==> src/rtcis_defs.svh <==
// Constants for the real-time clock two-wire slave port
`ifndef RTCIS_DEFS_SVH
`define RTCIS_DEFS_SVH
`define RTCIS_SLAVE_ADDR 7'h53
`define RTCIS_LAST_REG   7'h36
`define RTCIS_BYTE_BITS  4'h8
`define RTCIS_ACKED_MARK 4'h9
`define RTCIS_FIFO_DEPTH 32'h10
`define RTCIS_FIFO_WIDTH 32'hF
`endif

==> src/rtcis_pkg.sv <==
// Types shared by the real-time clock two-wire slave port
`default_nettype none
package rtcis_pkg;
	typedef enum logic [5:0] {
		ST_IDLE   = 6'h01,
		ST_ADDR   = 6'h02,
		ST_RX     = 6'h04,
		ST_ACK    = 6'h08,
		ST_TX     = 6'h10,
		ST_IGNORE = 6'h20
	} rtcis_state_e;
	typedef struct packed {
		logic [6:0] regAddr;
		logic [7:0] regData;
	} rtcis_wr_s;
endpackage
`default_nettype wire

==> src/rtc_i2c_slave_port.sv <==
// Two-wire slave port with register write FIFO
// Summary of operation
// - With the bus idle both lines are high; nobody pulls them low.
// - Data falling while clock high is START; a new transfer begins.
// - Data rising while clock high is STOP; the transfer ends.
// - Transmitter keeps data steady while clock is high.
// - One data bit moves per clock pulse.
// - The port is slave only; it never makes clock, START or STOP.
// - Any number of bytes may pass between START and STOP.
// - Bytes are eight bits, MSB first, then a ninth acknowledge pulse.
// - Addressed and receiving, the port acknowledges every byte, address included.
// - The acknowledger holds data low for the whole acknowledge clock high.
// - After a missing acknowledge the port releases data and stops sending.
// - Address bits 7..1 must match the fixed slave address.
// - Address bit 0 high means read, low means write.
// - On backup battery the port is inactive and ignores the bus.
// - Switching to battery abandons any transfer at once; the port goes idle.
// - Register pointer increments per byte and wraps to zero after last register.
`timescale 1ns/1ns
`default_nettype none
`include "rtcis_defs.svh"

module rtcis_fifo #(
	parameter int WIDTH = `RTCIS_FIFO_WIDTH,
	parameter int DEPTH = `RTCIS_FIFO_DEPTH
) (
	input  wire logic             sys_clk,
	input  wire logic             rst,
	input  wire logic             inValid,
	output logic                  inReady,
	input  wire logic [WIDTH-1:0] inData,
	output logic                  outValid,
	input  wire logic             outReady,
	output logic      [WIDTH-1:0] outData
);
	localparam int AW = $clog2(DEPTH);
	logic [WIDTH-1:0] mem [DEPTH];
	logic [AW:0]      wp_r;
	logic [AW:0]      wp_nxt;
	logic [AW:0]      rp_r;
	logic [AW:0]      rp_nxt;
	logic             full;
	logic             empty;
	logic             push;
	logic             pop;

	assign empty    = (wp_r == rp_r);
	assign full     = (wp_r[AW] != rp_r[AW]) && (wp_r[AW-1:0] == rp_r[AW-1:0]);
	assign inReady  = !full;
	assign outValid = !empty;
	assign outData  = mem[rp_r[AW-1:0]];
	assign push     = inValid && !full;
	assign pop      = outReady && !empty;

	always_comb
	begin
		wp_nxt = push ? wp_r + 1'b1 : wp_r;
		rp_nxt = pop ? rp_r + 1'b1 : rp_r;
	end

	always_ff @(posedge sys_clk)
	begin
		if (rst)
		begin
			wp_r <= '0;
			rp_r <= '0;
		end
		else
		begin
			wp_r <= wp_nxt;
			rp_r <= rp_nxt;
		end
	end

	// Storage carries no reset; only the pointers say what is valid
	always_ff @(posedge sys_clk)
	begin
		if (push)
			mem[wp_r[AW-1:0]] <= inData;
	end
endmodule

module rtc_i2c_slave_port (
	input  wire logic                sys_clk,
	input  wire logic                rst,
	input  wire logic                sclIn,
	input  wire logic                sdaIn,
	output logic                     sdaOut,
	output logic                     sdaOe,
	input  wire logic                onBattery,
	output logic                     wrValid,
	input  wire logic                wrReady,
	output rtcis_pkg::rtcis_wr_s     wrData,
	output logic               [6:0] registerPointer,
	input  wire logic          [7:0] rdData
);
	logic [2:0] sclSync_r;
	logic [2:0] sdaSync_r;
	logic [1:0] batSync_r;
	logic       sclS;
	logic       sdaS;
	logic       batS;
	logic       sclRise;
	logic       sclFall;
	logic       startDet;
	logic       stopDet;

	rtcis_pkg::rtcis_state_e st_r;
	rtcis_pkg::rtcis_state_e st_nxt;
	logic [3:0]              cnt_r;
	logic [3:0]              cnt_nxt;
	logic [7:0]              sh_r;
	logic [7:0]              sh_nxt;
	logic                    rw_r;
	logic                    rw_nxt;
	logic                    first_r;
	logic                    first_nxt;
	logic [6:0]              ptr_r;
	logic [6:0]              ptr_nxt;
	logic [6:0]              ptrInc;
	logic                    oe_r;
	logic                    oe_nxt;
	logic                    pend_r;
	logic                    pend_nxt;
	rtcis_pkg::rtcis_wr_s    pdat_r;
	rtcis_pkg::rtcis_wr_s    pdat_nxt;
	logic                    fifoInReady;
	logic [`RTCIS_FIFO_WIDTH-1:0] fifoOut;

	// Pins are asynchronous to sys_clk; stage 2 is the synced value, stage 3 its history
	always_ff @(posedge sys_clk)
	begin
		if (rst)
		begin
			sclSync_r <= 3'h7;
			sdaSync_r <= 3'h7;
			batSync_r <= 2'h0;
		end
		else
		begin
			sclSync_r <= {sclSync_r[1:0], sclIn};
			sdaSync_r <= {sdaSync_r[1:0], sdaIn};
			batSync_r <= {batSync_r[0], onBattery};
		end
	end

	assign sclS     = sclSync_r[1];
	assign sdaS     = sdaSync_r[1];
	assign batS     = batSync_r[1];
	assign sclRise  = sclS && !sclSync_r[2];
	assign sclFall  = !sclS && sclSync_r[2];
	assign startDet = sclS && sclSync_r[2] && sdaSync_r[2] && !sdaS;
	assign stopDet  = sclS && sclSync_r[2] && !sdaSync_r[2] && sdaS;
	assign ptrInc   = (ptr_r == `RTCIS_LAST_REG) ? 7'h00 : ptr_r + 7'h01;

	always_comb
	begin
		st_nxt    = st_r;
		cnt_nxt   = cnt_r;
		sh_nxt    = sh_r;
		rw_nxt    = rw_r;
		first_nxt = first_r;
		ptr_nxt   = ptr_r;
		oe_nxt    = oe_r;
		pend_nxt  = pend_r;
		pdat_nxt  = pdat_r;
		if (pend_r && fifoInReady)
			pend_nxt = 1'b0;
		if (batS)
		begin
			st_nxt = rtcis_pkg::ST_IDLE;
			oe_nxt = 1'b0;
		end
		else if (startDet)
		begin
			st_nxt  = rtcis_pkg::ST_ADDR;
			cnt_nxt = 4'h0;
			oe_nxt  = 1'b0;
		end
		else if (stopDet)
		begin
			st_nxt = rtcis_pkg::ST_IDLE;
			oe_nxt = 1'b0;
		end
		else
		begin
			case (st_r)
				rtcis_pkg::ST_ADDR, rtcis_pkg::ST_RX:
				begin
					if (sclRise && cnt_r < `RTCIS_BYTE_BITS)
					begin
						sh_nxt  = {sh_r[6:0], sdaS};
						cnt_nxt = cnt_r + 4'h1;
					end
					else if (sclFall && cnt_r == `RTCIS_BYTE_BITS)
					begin
						if (st_r == rtcis_pkg::ST_ADDR)
						begin
							if (sh_r[7:1] == `RTCIS_SLAVE_ADDR)
							begin
								st_nxt    = rtcis_pkg::ST_ACK;
								oe_nxt    = 1'b1;
								rw_nxt    = sh_r[0];
								first_nxt = 1'b1;
							end
							else
								st_nxt = rtcis_pkg::ST_IGNORE;
						end
						else
						begin
							st_nxt    = rtcis_pkg::ST_ACK;
							oe_nxt    = 1'b1;
							first_nxt = 1'b0;
							if (first_r)
								ptr_nxt = sh_r[6:0];
							else
							begin
								// A byte still waiting on a full FIFO is overwritten
								pend_nxt = 1'b1;
								pdat_nxt = '{regAddr: ptr_r, regData: sh_r};
								ptr_nxt  = ptrInc;
							end
						end
					end
				end
				rtcis_pkg::ST_ACK:
				begin
					// Release only on the falling edge so data stays low all of clock high
					if (sclFall)
					begin
						cnt_nxt = 4'h0;
						if (rw_r)
						begin
							st_nxt = rtcis_pkg::ST_TX;
							sh_nxt = rdData;
							oe_nxt = !rdData[7];
						end
						else
						begin
							st_nxt = rtcis_pkg::ST_RX;
							oe_nxt = 1'b0;
						end
					end
				end
				rtcis_pkg::ST_TX:
				begin
					if (sclFall && cnt_r == 4'h7)
					begin
						cnt_nxt = `RTCIS_BYTE_BITS;
						oe_nxt  = 1'b0; // Master drives the acknowledge
					end
					else if (sclFall && cnt_r < 4'h7)
					begin
						cnt_nxt = cnt_r + 4'h1;
						sh_nxt  = {sh_r[6:0], 1'b0};
						oe_nxt  = !sh_r[6];
					end
					else if (sclRise && cnt_r == `RTCIS_BYTE_BITS)
					begin
						ptr_nxt = ptrInc;
						if (sdaS)
							st_nxt = rtcis_pkg::ST_IGNORE;
						else
							cnt_nxt = `RTCIS_ACKED_MARK;
					end
					else if (sclFall && cnt_r == `RTCIS_ACKED_MARK)
					begin
						cnt_nxt = 4'h0;
						sh_nxt  = rdData;
						oe_nxt  = !rdData[7];
					end
				end
				rtcis_pkg::ST_IDLE, rtcis_pkg::ST_IGNORE:
					oe_nxt = 1'b0;
				default:
				begin
					st_nxt = rtcis_pkg::ST_IDLE;
					oe_nxt = 1'b0;
				end
			endcase
		end
	end

	always_ff @(posedge sys_clk)
	begin
		if (rst)
		begin
			st_r    <= rtcis_pkg::ST_IDLE;
			cnt_r   <= 4'h0;
			sh_r    <= 8'h00;
			rw_r    <= 1'b0;
			first_r <= 1'b0;
			ptr_r   <= 7'h00;
			oe_r    <= 1'b0;
			pend_r  <= 1'b0;
			pdat_r  <= '0;
		end
		else
		begin
			st_r    <= st_nxt;
			cnt_r   <= cnt_nxt;
			sh_r    <= sh_nxt;
			rw_r    <= rw_nxt;
			first_r <= first_nxt;
			ptr_r   <= ptr_nxt;
			oe_r    <= oe_nxt;
			pend_r  <= pend_nxt;
			pdat_r  <= pdat_nxt;
		end
	end

	// Open-drain: only ever pull low
	assign sdaOut          = 1'b0;
	assign sdaOe           = oe_r;
	assign registerPointer = ptr_r;
	assign wrData          = rtcis_pkg::rtcis_wr_s'(fifoOut);

	rtcis_fifo #(
		.WIDTH(`RTCIS_FIFO_WIDTH),
		.DEPTH(`RTCIS_FIFO_DEPTH)
	) wrFifo (
		.sys_clk (sys_clk),
		.rst     (rst),
		.inValid (pend_r),
		.inReady (fifoInReady),
		.inData  (pdat_r),
		.outValid(wrValid),
		.outReady(wrReady),
		.outData (fifoOut)
	);
endmodule
`default_nettype wire

==> config.mk <==
export PLATFORM = sky130hd
export DESIGN_NAME = rtc_i2c_slave_port
export DESIGN_NICKNAME = d
export VERILOG_FILES = /design/src/rtcis_pkg.sv /design/src/rtc_i2c_slave_port.sv
export VERILOG_INCLUDE_DIRS = /design/src
export SDC_FILE = /design/constraint.sdc
export NUM_CORES = 1
export LEC_CHECK = 0
export BUFFER_PORTS_ARGS = -buffer_cell sky130_fd_sc_hd__buf_2
export CAP_MARGIN = 40
export CORE_UTILIZATION = 56
export CTS_CLUSTER_SIZE = 14
export DETAILED_ROUTE_END_ITERATION = 7
export PLACE_DENSITY = 0.75
export SLEW_MARGIN = 20
export SYNTH_ARGS = -nofsm -noshare
export SYNTH_HDL_FRONTEND = slang
export SYNTH_HIERARCHICAL = 1
export SYNTH_SLANG_ARGS = --single-unit
==> constraint.sdc <==
create_clock -name sys_clk -period 2.41 [get_ports sys_clk]
set_input_delay 0.1205 -clock sys_clk [delete_from_list [all_inputs] [get_ports sys_clk]]
set_output_delay 0.1205 -clock sys_clk [all_outputs]
set_load 0.01 [all_outputs]
==> results.ini <==
[run_status]
status=finished with violations
violations=setup timing

[cts]
clock_latency_ns=0.57
htree_levels=1
clock_sinks=306
cts-root-buf=clkbuf_16
numCtsBuffers=30
clk_pin_slew_ns=0.06
cts_tree=done
cts_buffer_depth=3

[detailed_routing]
postRouteAntennaNets=0
vias=6992
vias_per_cell=6.18
first_iter_violations=496
drt-total-wl_um=27300
drt_pass1_iterations=6
drc=0
wl_per_cell_um=24.1

[power_and_ir_drop]
ir_worst_vdd_mv=0.542
p_sw_mw=2.39
leakage_nw=5.10
pwr-share-seq_pct=48.4
clkPwrFrac_pct=43.9
power_density_nw_per_um2=791
switching_share_pct=20.4
internal_power_mw=9.34
power_mw=11.7
combPwrFrac_pct=7.7

[floorplan]
fp.dieH_um=152
dieArea_um2=23000
die_w_um=152
core_um2=21900
io_pins=39
start_util_pct=57.4
fp-row-count=54

[hold_path]
hp-class=input port to flop
whs_endpoint=pdat_r[2]
min-delay-start=rst
hold_depth=2

[sta]
finalWorstSetupSlack_ns=-0.160
tns_ns=-1.97
fmax_mhz=389
maxSlewViolCount=0
finalHoldViolCount=0
worst_pin_slew_ns=0.682
slew_headroom_pct=54.5
whs_ns=0.0709
rsz0062_at_grt=yes
finalCritPeriodShare_pct=107
period_needed_ns=2.57
finalSetupViolations=15
fin_worst_skew_ns=0.0236

[critical_path]
end_kind=primary output
r2r-start=cnt_r[1]
reg2regPathDepth=8
worstPathRequired_ns=2.29
crit_path_start_kind=flop
r2r_setup_slack_ns=0.11
cp_max_fo=6
rr_endpoint=cnt_r[2]
critical_path_class=flop to primary output
worstPathArrival_ns=2.45

[yosys]
yosysTopAreaCell=edfxtp_1
ys_async_sr_fraction_pct=0
synthFlopType=edfxtp_1
synth_edf_count=240
synth_top_area_share_pct=57.4
synth_area_leaders=edfxtp_1 57%, mux4_2 12%, dfxtp_1 11%, mux2i_1 2.5%, nor2_1 1.8%
seq_area_frac_synth_pct=67.9
synth-seq-cells=306
syn-num-nets=756
yosysWarnings=6
yosysUniqueCellTypes=68
syn_area_per_cell_um2=17.2
synthCells=732
syn_area_um2=12600

[placement]
placed_cell_area_um2=13300
routabilityCongestion=0.865
dp_hpwl_um=15800
place_ws_ns=0.0682
port_buffers=37
dp_cells=1056

[cells_and_area]
finalNonFillerCells=1132
syn_to_final_growth_pct=18.0
fill_cells=1405
final_cell_area_um2=14800
final_cell_mix=240 x edfxtp_1, 73 x mux4_2, 63 x dfxtp_1, 60 x nor2_1, 41 x buf_4
n_antenna_cell=0
mostFrequentLayoutCell=edfxtp_1
post-route-util_pct=67.7
drive_above_1_share_pct=29.6
regArea_um2=8530
multiInputGateArea_um2=3760
fin_nets=853

[global_routing]
overflow=0
grt_pass1_wl_um=41200
grt_max_degree=43
grt_antenna_before_repair=0
grtUsageTotal_pct=24.7
grt_pass1_vias=7091

[flow_run]
cap_violations=0

## flip-flops by register name, summed over array words and instances (netlist names), 2 cells and up, named ones only
name	flops
batSync_r	2
wrFifo/mem	240
sh_r	8
wrFifo/rp_r	5
cnt_r	4
sclSync_r	3
registerPointer	7
wrFifo/wp_r	5
st_r	6
sdaSync_r	3
pdat_r	15
## power groups by stage
stage,Sequential [mW],Combinational [mW],Clock [mW]
5_1_grt,5.68,0.959,5.40
2_1_floorplan,5.78,0.552,0
3_3_place_gp,5.78,0.696,0
6_report,5.68,0.897,5.15
3_5_place_dp,5.79,0.710,0
4_1_cts,5.68,0.879,5.21
## how the worst max path moves through the flow
| stage | from | endpoint | slack (ns) | cells after the start |
|---|---|---|---|---|
| floorplan | wrFifo/wp_r[3] | wrFifo/wp_r[4] | 0.15 | 6 |
| global placement | st_r[5] | pdat_r[9] | 0.14 | 6 |
| detailed placement | cnt_r[0] | cnt_r[2] | 0.07 | 8 |
| CTS | flop | wrData[2] | -0.17 | 5 |
| global route | flop | wrData[13] | -0.22 | 5 |
| finish | flop | wrData[13] | -0.16 | 5 |
## kinds of logic (layout without fill, tap and decap cells)
kind of cell | Yosys count | in the layout | synth area share (%)
and+or+nand+nor | 163 | 163 | 7.08
other | 1 | 1 | 0.0299
adders and majority gates | 10 | 10 | 0.996
buffers and inverters | 54 | 174 | 2.23
muxes | 120 | 120 | 17.4
DFF | 306 | 306 | 67.9
AOI/OAI and AO/OA | 69 | 69 | 3.76
xor gates and xnor gates | 9 | 9 | 0.628
## cells in the mapped netlist, types with 2 or more instances
library cell	n
nand3b_1	3
clkbuf_2	3
clkbuf_1	18
a31oi_1	5
and2_1	2
xor2_1	3
nand2_1	10
nor4_1	3
o31ai_1	6
or2_2	7
o41ai_1	2
nor3_1	10
buf_2	4
nand4bb_1	2
a211o_1	3
and3_1	16
xnor2_1	6
ha_1	10
mux2_2	14
inv_1	16
nand4b_1	3
mux4_1	6
nor4b_1	2
nor3b_1	3
mux2i_1	31
edfxtp_1	240
o311ai_0	4
buf_6	3
nand3_1	7
mux4_2	69
buf_4	8
nor2b_1	13
and4_1	3
o21ai_0	15
nand4_1	3
dfxtp_1	66
a21oi_1	19
nand2b_1	4
or4_1	2
nor2_1	60
## critical path, stage by stage (launching register included)
cell	delay [ns]
dfxtp_4	0.42
buf_12	0.15
buf_16	0.13
mux4_2	0.55
mux4_2	0.49
buf_6	0.14
## metal layers
layer	share of wire [%]	vias up	GRT usage [%]	routed length (um)
met2	53	257	44.0	14400
met3	5.8	44	4.22	1590
met1	39	3582	30.9	10700
li1	-	3109	-	-
met5	0	-	0	0
met4	2.2	0	7.18	611
## cell type report
cell class | count | share of cell area (%)
clock buffer | 36 | 5.29
clock inverter | 19 | 2.20
inverter | 16 | 0.405
multi-input combinational | 372 | 25.4
sequential | 306 | 57.6
tap | 280 | 2.36
timing repair buffer | 103 | 6.77
## timing repair
item                                    in CTS  in global routing
endpoints found under the setup margin      15                 19
hold endpoints to repair                    13                  0
cloned                                       5                  0
hold buffers                                12                  0
buffers inserted                             2                  2
pin swaps                                    0                  3
resized for setup                           19                 13
No activity file was read; power rests on OpenSTA's default activity.
